File: src/pkg/swim_pkg.sv
package swim_pkg;

	// Status word field positions.
	localparam int BIT_SPEC   = 0;
	localparam int BIT_RANGE  = 1;
	localparam int BIT_PRIV   = 2;
	localparam int BIT_PROT   = 3;
	localparam int BIT_INVF   = 4;
	localparam int BIT_FLOAT  = 5;
	localparam int BIT_STACK  = 6;
	localparam int BIT_RSV7   = 7;
	localparam int BIT_PARITY = 8;
	localparam int BIT_RSV9   = 9;
	localparam int BIT_CTRL   = 10;
	localparam int BIT_IOCHK  = 11;
	localparam int BIT_SEQ    = 12;
	localparam int BIT_AUTO   = 13;
	localparam int BIT_XLATE  = 14;
	localparam int BIT_POWER  = 15;

	// Instruction word bits used by enable and disable.
	localparam int WB_XCLR = 12;
	localparam int WB_XLAT = 14;
	localparam int WB_SUMM = 15;

	localparam int          NUM_LEVELS = 4;
	localparam logic [15:0] SW_RESET   = 16'h0000;
	localparam logic [15:0] ERR_MASK   = 16'h8d7f;
	localparam logic [15:0] RSV_MASK   = 16'h0280;
	localparam logic [15:0] MC_MASK    = 16'h0d00;
	localparam logic [15:0] PC_MASK    = 16'h000f;
	localparam logic [15:0] SE_MASK    = 16'h0060;
	localparam logic [3:0]  LMASK_ALL  = 4'hf;

	// Opcodes named in the invalid-function decode.
	localparam logic [4:0] OP_BAD_A = 5'h07;
	localparam logic [4:0] OP_BAD_B = 5'h16;
	localparam logic [4:0] OP_BAD_C = 5'h1b;
	localparam logic [4:0] OP_ABSENT = 5'h04;
	localparam logic [4:0] OP_08    = 5'h08;
	localparam logic [4:0] OP_0B    = 5'h0b;
	localparam logic [4:0] OP_1D    = 5'h1d;

	// Errors reported by execution and storage logic, one-cycle strobes.
	typedef struct packed {
		logic       align_err;
		logic       range_err;
		logic       priv_instr;
		logic       store_ro_seg;
		logic       decode_valid;
		logic [4:0] opcode;
		logic [4:0] func;
		logic       float_err;
		logic       stack_err;
		logic       parity_err;
		logic       ctrl_fail;
		logic       chan_fail;
	} swim_exec_s;

	// Instructions and sequences that steer masks, one-cycle strobes.
	typedef struct packed {
		logic        supervisor_call_instr;
		logic        dis;
		logic        en;
		logic [15:0] word;
		logic        set_level_block_instr;
		logic [1:0]  set_level_block_instr_level;
		logic        set_level_block_instr_summ;
		logic        set_mask;
		logic [3:0]  mask_data;
		logic        copy_status;
		logic        class_taken;
		logic        io_op;
		logic        io_cs_accept;
	} swim_instr_s;

	// Load and reset events from console and host.
	typedef struct packed {
		logic sys_reset;
		logic initial_program_load;
		logic auto_ipl;
		logic load_key;
		logic host_load;
	} swim_load_s;

endpackage

File: src/hw/swim_status_unit.sv
`timescale 1ns/100ps
// How it works
// - 16-bit status word; bits 7, 9 read zero
// - Misaligned storage address sets bit 0
// - Address beyond storage size sets bit 1
// - Privileged instruction in problem state sets bit 2
// - Store to read-only segment in problem state, translator on, sets bit 3
// - Invalid opcode/function sets bit 4, program check
// - Absent-feature instruction sets bit 4, soft trap
// - Floating-point error sets bit 5
// - Stack overflow or underflow sets bit 6
// - Storage parity error sets bit 8
// - Control or channel failure resets the channel
// - Bit 12 tracks the last I/O sequence
// - Bit 13 marks an automatic program load
// - Enable and disable steer translator bit 14
// - Power/thermal warning sets bit 15, masked
// - Summary mask gates priority and warning interrupts
// - Summary mask cleared by call, disable, class
// - Summary mask set by enable, load, accept
// - While waiting, last active level's mask rules
// - Four-bit level mask, set and copied
// - Level mask forced to ones on resets
module swim_status_unit
	import swim_pkg::*;
(
	// Clock and reset.
	input  wire logic              clock,
	input  wire logic              reset,
	// Execution, instruction and load events.
	input  wire swim_exec_s        exec_ev,
	input  wire swim_instr_s       instr_ev,
	input  wire swim_load_s        load_ev,
	input  wire logic              auto_mode,
	input  wire logic              supervisor,
	input  wire logic [1:0]        active_level,
	input  wire logic              waiting,
	// Power and thermal warning pin.
	input  wire logic              power_warn_pin,
	// Priority requests from the channel.
	input  wire logic [3:0]        dev_req,
	input  wire logic [3:0]        dev_mask,
	// Class interrupt requests.
	output logic                   machine_check_q,
	output logic                   program_check_q,
	output logic                   soft_trap_q,
	output logic                   power_int_q,
	// Priority accept and channel reset.
	output logic [3:0]             prio_grant_q,
	output logic                   chan_reset_q,
	// Register read-back.
	output logic [15:0]            status_copy_q,
	output logic                   status_copy_valid_q,
	output logic [3:0]             level_mask_copy_q,
	output logic                   summary_q
);

	////////////////////////////////////////////////////////////////////
	logic [15:0] psw_q;
	logic [15:0] psw_d;
	logic [15:0] set_bits;
	logic [15:0] clr_bits;
	logic        inv_soft_q;
	logic [3:0]  lmask_q;
	logic [3:0]  summ_q;
	logic [1:0]  last_level_q;
	logic [2:0]  pw_sync_q;
	logic        pw_level_q;

	// Power pin passes three stages; a change counts once two agree.
	always_ff @(posedge clock or posedge reset) begin
		if (reset) begin
			pw_sync_q  <= 3'h0;
			pw_level_q <= 1'b0;
		end else begin
			pw_sync_q <= {pw_sync_q[1:0], power_warn_pin};
			if (pw_sync_q[2] == pw_sync_q[1]) begin
				pw_level_q <= pw_sync_q[2];
			end
		end
	end

	////////////////////////////////////////////////////////////////////
	// Invalid-function decode; only the fixed-width entries are kept.
	wire [3:0] fn = exec_ev.func[3:0];
	wire       op_all_bad = exec_ev.opcode == OP_BAD_A ||
		exec_ev.opcode == OP_BAD_B || exec_ev.opcode == OP_BAD_C;
	wire       op08_bad = exec_ev.opcode == OP_08 &&
		fn[3] == 1'b0 && fn[1:0] != 2'h0;
	wire       op0b_bad = exec_ev.opcode == OP_0B &&
		(fn == 4'h5 || fn == 4'h7);
	wire       op1d_bad = exec_ev.opcode == OP_1D && fn[3:2] == 2'h3;
	wire       inv_prog = exec_ev.decode_valid &&
		(op_all_bad || op08_bad || op0b_bad || op1d_bad);
	wire       inv_soft = exec_ev.decode_valid &&
		(exec_ev.opcode == OP_ABSENT ||
		(exec_ev.opcode == OP_0B && supervisor &&
		fn[2:0] == 3'h3));

	wire proc_reset = load_ev.sys_reset || load_ev.initial_program_load;
	wire dis_xlat   = instr_ev.dis && instr_ev.word[WB_XLAT];
	wire en_xclr    = instr_ev.en && instr_ev.word[WB_XCLR];
	wire en_xset    = instr_ev.en && !instr_ev.word[WB_XCLR] &&
		instr_ev.word[WB_XLAT];
	wire clr_auto   = load_ev.load_key || load_ev.host_load ||
		(load_ev.initial_program_load && !auto_mode && !load_ev.auto_ipl);

	// Hardware events that set status bits.
	always_comb begin
		set_bits = SW_RESET;
		set_bits[BIT_SPEC]   = exec_ev.align_err;
		set_bits[BIT_RANGE]  = exec_ev.range_err;
		set_bits[BIT_PRIV]   = exec_ev.priv_instr && !supervisor;
		set_bits[BIT_PROT]   = exec_ev.store_ro_seg && !supervisor &&
			psw_q[BIT_XLATE];
		set_bits[BIT_INVF]   = inv_prog || inv_soft;
		set_bits[BIT_FLOAT]  = exec_ev.float_err;
		set_bits[BIT_STACK]  = exec_ev.stack_err;
		set_bits[BIT_PARITY] = exec_ev.parity_err;
		set_bits[BIT_CTRL]   = exec_ev.ctrl_fail;
		set_bits[BIT_IOCHK]  = exec_ev.chan_fail;
		set_bits[BIT_SEQ]    = instr_ev.io_cs_accept;
		set_bits[BIT_AUTO]   = load_ev.auto_ipl;
		set_bits[BIT_XLATE]  = en_xset && !proc_reset;
		set_bits[BIT_POWER]  = pw_level_q;
	end

	// Clears; error bits drop after a copy, status flags on their own.
	always_comb begin
		clr_bits = instr_ev.copy_status ? ERR_MASK : SW_RESET;
		clr_bits[BIT_SEQ]   = instr_ev.io_op && !instr_ev.io_cs_accept;
		clr_bits[BIT_AUTO]  = clr_auto;
		clr_bits[BIT_XLATE] = dis_xlat || en_xclr || proc_reset;
	end

	// Set beats clear so an event in the clearing cycle is kept.
	assign psw_d = ((psw_q & ~clr_bits) | set_bits) & ~RSV_MASK;

	always_ff @(posedge clock or posedge reset) begin
		if (reset) begin
			psw_q      <= SW_RESET;
			inv_soft_q <= 1'b0;
		end else begin
			psw_q <= psw_d;
			if (set_bits[BIT_INVF]) begin
				inv_soft_q <= inv_soft && !inv_prog;
			end
		end
	end

	////////////////////////////////////////////////////////////////////
	// Level mask register; all levels enabled by any reset.
	always_ff @(posedge clock or posedge reset) begin
		if (reset) begin
			lmask_q <= LMASK_ALL;
		end else if (proc_reset) begin
			lmask_q <= LMASK_ALL;
		end else if (instr_ev.set_mask) begin
			lmask_q <= instr_ev.mask_data;
		end
	end

	// The last running level keeps ruling while the processor waits.
	always_ff @(posedge clock or posedge reset) begin
		if (reset) begin
			last_level_q <= 2'h0;
		end else if (!waiting) begin
			last_level_q <= active_level;
		end
	end

	wire [1:0] mask_level = waiting ? last_level_q : active_level;
	wire       eff_summ   = summ_q[mask_level];

	// Summary mask, one per level status register.
	genvar lv;
	generate
		for (lv = 0; lv < NUM_LEVELS; lv++) begin : g_summ
			wire on_lv  = active_level == 2'(lv);
			wire sel_lv = instr_ev.set_level_block_instr && instr_ev.set_level_block_instr_level == 2'(lv);
			wire s_clr  = (on_lv && (instr_ev.supervisor_call_instr || instr_ev.class_taken ||
				(instr_ev.dis && instr_ev.word[WB_SUMM]))) ||
				(sel_lv && !instr_ev.set_level_block_instr_summ);
			wire s_set  = (on_lv && instr_ev.en &&
				instr_ev.word[WB_SUMM]) || (sel_lv && instr_ev.set_level_block_instr_summ) ||
				prio_grant_q[lv] || proc_reset;
			always_ff @(posedge clock or posedge reset) begin
				if (reset) begin
					summ_q[lv] <= 1'b1;
				end else if (s_set) begin
					summ_q[lv] <= 1'b1;
				end else if (s_clr) begin
					summ_q[lv] <= 1'b0;
				end
			end
		end
	endgenerate

	////////////////////////////////////////////////////////////////////
	// Three masks must all agree; level 0 has highest priority.
	wire [3:0] allowed = dev_req & dev_mask & lmask_q &
		{NUM_LEVELS{eff_summ}};
	wire [3:0] grant_d = allowed & (~allowed + 4'h1);

	// Class requests follow the recorded bits; warning is masked.
	wire mc_d  = |(psw_q & MC_MASK);
	wire pc_d  = |(psw_q & PC_MASK) ||
		(psw_q[BIT_INVF] && !inv_soft_q);
	wire se_d  = |(psw_q & SE_MASK) ||
		(psw_q[BIT_INVF] && inv_soft_q);
	wire pw_d  = psw_q[BIT_POWER] && eff_summ;
	wire chr_d = set_bits[BIT_CTRL] || set_bits[BIT_IOCHK];

	always_ff @(posedge clock or posedge reset) begin
		if (reset) begin
			machine_check_q <= 1'b0;
			program_check_q <= 1'b0;
			soft_trap_q     <= 1'b0;
			power_int_q     <= 1'b0;
			prio_grant_q    <= 4'h0;
			chan_reset_q    <= 1'b0;
		end else begin
			machine_check_q <= mc_d;
			program_check_q <= pc_d;
			soft_trap_q     <= se_d;
			power_int_q     <= pw_d;
			prio_grant_q    <= grant_d;
			chan_reset_q    <= chr_d;
		end
	end

	// Copy output shows the word before the clear takes effect.
	always_ff @(posedge clock or posedge reset) begin
		if (reset) begin
			status_copy_q       <= SW_RESET;
			status_copy_valid_q <= 1'b0;
			level_mask_copy_q   <= LMASK_ALL;
			summary_q           <= 1'b1;
		end else begin
			if (instr_ev.copy_status) begin
				status_copy_q <= psw_q;
			end
			status_copy_valid_q <= instr_ev.copy_status;
			level_mask_copy_q   <= lmask_q;
			summary_q           <= eff_summ;
		end
	end
endmodule // swim_status_unit

File: config.mk
export PLATFORM = sky130hd
export DESIGN_NAME = swim_status_unit
export DESIGN_NICKNAME = d
export VERILOG_FILES = /design/src/pkg/swim_pkg.sv /design/src/hw/swim_status_unit.sv
export SDC_FILE = /design/constraint.sdc
export NUM_CORES = 1
export LEC_CHECK = 0
export BUFFER_PORTS_ARGS = -buffer_cell sky130_fd_sc_hd__buf_2
export CORE_ASPECT_RATIO = 1.5
export CORE_MARGIN = 4
export CORE_UTILIZATION = 50
export DETAILED_ROUTE_END_ITERATION = 8
export GPL_ROUTABILITY_DRIVEN = 0
export HOLD_SLACK_MARGIN = 0.08
export PLACE_DENSITY = 0.93
export SETUP_SLACK_MARGIN = 0.1
export SLEW_MARGIN = 20
export SYNTH_ARGS = -nofsm -noshare
export SYNTH_HDL_FRONTEND = slang
export SYNTH_SLANG_ARGS = --single-unit
export TNS_END_PERCENT = 30
File: constraint.sdc
create_clock -name clock -period 3.55 [get_ports clock]
set_clock_uncertainty 0.1 [all_clocks]
set_input_delay 0.71 -clock clock [delete_from_list [all_inputs] [get_ports clock]]
set_output_delay 0.71 -clock clock [all_outputs]
set_load 0.02 [all_outputs]
After elaboration in Yosys (flattened, before gate mapping)

Index checks and enable logic that the tools add are counted.

Equal/unequal tests: 18
Order comparisons: 1
Reduce and logical (&&, ||, !) cells: 102
Bitwise logic cells: 9
Multiplexer cells: 14
$add $sub $neg: 1

Operator list:

| operator                                                              | number |
|---|---|
| 1-bit logical AND                                                     | 48 |
| 1-bit logical OR                                                      | 34 |
| 16-bit bitwise AND                                                    | 1 |
| 4-bit bitwise AND                                                     | 4 |
| 16-bit 2-to-1 mux                                                     | 1 |
| 16-bit NOT                                                            | 1 |
| 16-bit bitwise OR                                                     | 1 |
| 5-bit equality test, second input constant                            | 3 |
| 2-bit nonzero test                                                    | 6 |
| 2-bit equality test, second input constant                            | 5 |
| 5-bit by 3-bit equality test with 1-bit output, second input constant | 2 |
| 5-bit by 4-bit equality test with 1-bit output, second input constant | 2 |
| 1-bit zero test                                                       | 9 |
| 1-bit 2-to-1 mux                                                      | 9 |
| 4-bit by 3-bit equality test with 1-bit output, second input constant | 2 |
| 4-bit 2-to-1 mux                                                      | 2 |
| 4-bit by 1-bit adder with 4-bit output, second input constant         | 1 |
| 2-bit by 1-bit equality test with 1-bit output, second input constant | 2 |
| 2-bit zero test                                                       | 2 |
| 4-bit NOT                                                             | 1 |
| 4-bit OR reduction                                                    | 1 |
| 3-bit by 2-bit equality test with 1-bit output, second input constant | 1 |
| 2-bit by 3-bit < comparator with 1-bit output, second input constant  | 1 |
| 3-bit OR reduction                                                    | 1 |
| other kinds (5)                                                       | 5 |

Word-level logic and storage cells: 165
Output and inout bits: 31
Bits in registers: 58
Input bits: 73

Depth between registers and ports, before layout

Word-level depth: 9
Depth in mapped cells: 5
Depth with buffers taken out: 4

Least setup slack after synthesis

No wires, ideal clock.

Kind: input to register
Start point: input port instr_ev[3] in the netlist's numbering
End point: register status_copy_q[0]
Library setup time: 0.125 ns
Required time: 3.325 ns
Path slack: 1.663 ns
Buffers on the path: 2
Stages on the path: 3
Data arrival time: 1.662 ns
Path through: clkbuf_1 > buf_1 > mux2_2

RTL lines:

| item                 | RTL line                | text |
|---|---|---|
| from (decl)          | swim_status_unit.sv:32  | `input wire swim_instr_s instr_ev,` |
| to (signal assigned) | swim_status_unit.sv:241 | `status_copy_q <= psw_q;` |
| to (decl)            | swim_status_unit.sv:52  | `output logic [15:0] status_copy_q,` |

No word-level cell between the ends.

Final worst setup path

Start point: register summary_q
End point: output port summary_q

RTL lines:

| item                   | RTL line                | text |
|---|---|---|
| from (decl)            | swim_status_unit.sv:55  | `output logic summary_q` |
| from (signal assigned) | swim_status_unit.sv:245 | `summary_q <= eff_summ;` |

No word-level cell between the ends.

==> metrics.txt <==
routed vias/inst=5.26; number of I/O pins=104; power density relative to cell area=476 nW/um2; ratio of final minimum period to clock period=0.508; diode insertion count for antenna repair=0; Num Clock Sinks=58; Worst Path Class, Setup=reg -> out; Die Ht=92.4 um; Int Power=1.05 mW; clock tree from TritonCTS=done; post-route core utilization=0.662; Slew @ Worst Pin=0.872 ns; startpoint class of the critical path=register; worst rel slew slack=0.419; Max Clock Freq=554 MHz; EDFF count, synth=0; warnings from Yosys=0; floorplan row count=30; routed wire length=5140 um; Area after DPL=2860 um2; sw frac=0.273; total non-filler cell area in the finished layout=3030 um2; total routing resource utilization after global routing=0.187; static leakage power=1.44 nW; count of unique library cells instantiated by Yosys=46; area of the mapped netlist=2370 um2; via count of the first global-routing pass=1948; area share of the leading cell type in the synthesized netlist=0.474; worst stage delay on the critical path=0.51 ns; switching power of the nets=0.394 mW; sequential share of power=0.512; Max Transition Viols Final=0; full die area=5940 um2; overall overflow remaining after global route=0; maximum vdd drop=0.285 mV; cell count after synthesis=189; worst reg2reg startpoint=last_level_q[1]$_DFF_PP0_; Detail Placement HPWL=3980 um; Post-synth top flop=dfrtp_1; Clock H-tree levels=3; Clk network pwr share=0.347; post-cts resize count=0; proportion of synthesized flip-flops having asynchronous set or reset=1.00; RSZ-0062 raised after global routing=no; min-delay worst type=reg -> reg; final hold vios=0; source-to-sink clock delay at the later pin of the worst-skew pair=0.33 ns; Filler Cell Count=383; antenna violations before repair=0; run status=finished, final reports clean; maximum buffer depth of the clock tree=2; Req. time, crit path=2.74 ns; maximum number of pins on one net before global-route repair=55; Critical Path End Type=output pin; highest fanout seen on the critical path=1; startpoint of the lowest-slack hold path=pw_sync_q[0]$_DFF_PP0_; number of buffers and inverters on the critical path=1; Placeable Area=4580 um2; Worst Reg-to-Reg Cells=4; part of the power in combinational logic=0.141; Critical Path Stages=1; initial core utilization=0.519; Worst Path Arrival=0.99 ns; area overhead of the layout relative to synthesis=27.7%; post-CTS setup buffer count=0; most numerous cell in the Yosys netlist=dfrtp_1; post-layout net count=355; flop2flop setup slack=2.06 ns; slowest cell on the critical path=dfstp_2; number of failing setup endpoints in the final timing report=0; Die X-Extent=64.3 um; number of buffers inserted by port buffering=87; Seq/Total Area, Yosys=0.618; number of flip-flops and latches in the synthesized netlist=58; kind of cell with the highest combined delay on the critical path=flip-flops; Reg-to-Reg End=prio_grant_q[2]$_DFF_PP0_; final critical path time including I/O delays and setup=1.80 ns; first-iteration detailed-routing DRC count=68; Root Buffer Master=clkbuf_8; cts bufs inserted=9; most frequent cells after synthesis=dfrtp_1, mux2_2, dfstp_2, inv_1, nand2_1; area leader, netlist=dfrtp_1; first-pass GRT wire length=8360 um; clock-pin slew on the worst setup and hold paths=0.07 ns; startpoint of the most critical setup path=summary_q$_DFF_PP1_; number of cells on the worst hold path=0; setup_tns=0 ns; WHS Endpoint=pw_sync_q[1]$_DFF_PP0_; Hold-fix buffers, CTS=0; chain of cells forming the critical path=buf_2; cell types with the largest area share after synthesis=dfrtp_1, dfstp_2, mux2_2, mux2i_1, a21o_1; number of search-and-repair iterations in the first detailed-routing pass=4; total via count after detailed routing=1848; DR DRC count=0; residual antenna-violating net count after detailed routing=0; post-detailed-route wirelength per cell=14.6 um; Mean Syn Cell Area=12.6 um2; maximum capacitance violations=0; share of post-route cells with drive strength above 1=0.481
[worst max-delay path by stage]
| stage | endpoint | slack, ns |
|---|---|---|
| 2_1_floorplan | chan_reset_q$_DFF_PP0_ | 1.33 |
| 4_1_cts | summary_q | 1.72 |
| 6_report | summary_q | 1.75 |
| 5_1_grt | summary_q | 1.71 |
| 3_3_place_gp | psw_q[3]$_DFF_PP0_ | 1.55 |
| 3_5_place_dp | psw_q[3]$_DFF_PP0_ | 1.55 |
[power groups by stage]
stage / clock network [mW] / registers, mW / logic [mW]
after global routing: 0.549 / 0.745 / 0.224
final: 0.501 / 0.739 / 0.204
after CTS: 0.522 / 0.739 / 0.207
after detailed placement: 0 / 0.750 / 0.206
after floorplan: 0 / 0.779 / 0.0876
after global placement: 0 / 0.748 / 0.199
[layout make-up]
class,instances,area [um2],area share
Clock buffer,9,124,0.0409
Multi-Input combinational cell,113,825,0.272
Timing Repair Buffer,88,443,0.146
Sequential cell,58,1470,0.484
Inverter,12,46.3,0.0153
Tap cell,64,80.1,0.0264
Clock inverter,7,46.3,0.0153
[cell usage in the layout (no fill, tap or decap), drive strengths merged, types with 2 or more instances in the layout]
cell,instances
dfstp,13
dfrtp,45
or2,2
nor2b,2
mux2i,8
o2111ai,2
clkinv,6
a21o,9
mux2,15
nor2,9
o21ai,3
nand3,9
conb,2
nor3,3
a211oi,2
nand4bb,2
buf,88
clkbuf,9
a21boi,2
nor4,2
nand4,6
a21oi,2
o211ai,2
clkinvlp,3
nand2,10
nand2b,3
inv,10
a31o,2
[per-layer routing]
layer  vias up  share of wire  global-route usage
met1       857           0.38               0.194
li1        875              -                   -
met5         -              0                   0
met4         0          0.041               0.157
met3        19          0.082              0.0400
met2        97           0.50               0.315
[stage by stage]
stage	total power, mW	instances	hold WS (ns)	worst slack [ns]
6_report	1.44	351	0.257	1.75
5_1_grt	1.52	351	0.272	1.71
4_1_cts	1.47	351	0.257	1.72
3_5_place_dp	0.957	335	0.241	1.55
3_3_place_gp	0.947	335	0.235	1.55
2_1_floorplan	0.867	190	0.231	1.33
[flip-flops by register name (all words and copies together) (netlist names), 2 cells and up]
signal / count
summ_q: 4
level_mask_copy_q: 4
status_copy_q: 14
pw_sync_q: 3
psw_q: 14
lmask_q: 4
last_level_q: 2
prio_grant_q: 4
[cell families after synthesis]
group | Yosys count | synth area share
buffers and inverters | 19 | 0.0363
muxes | 23 | 0.106
and+or+nand+nor | 54 | 0.127
other | 1 | 0.00158
AOI/OAI and AO/OA | 32 | 0.103
DFF | 58 | 0.618
adders and majority gates | 1 | 0.00422
xor gates and xnor gates | 1 | 0.00369
Power figures use the tool's default switching activity.
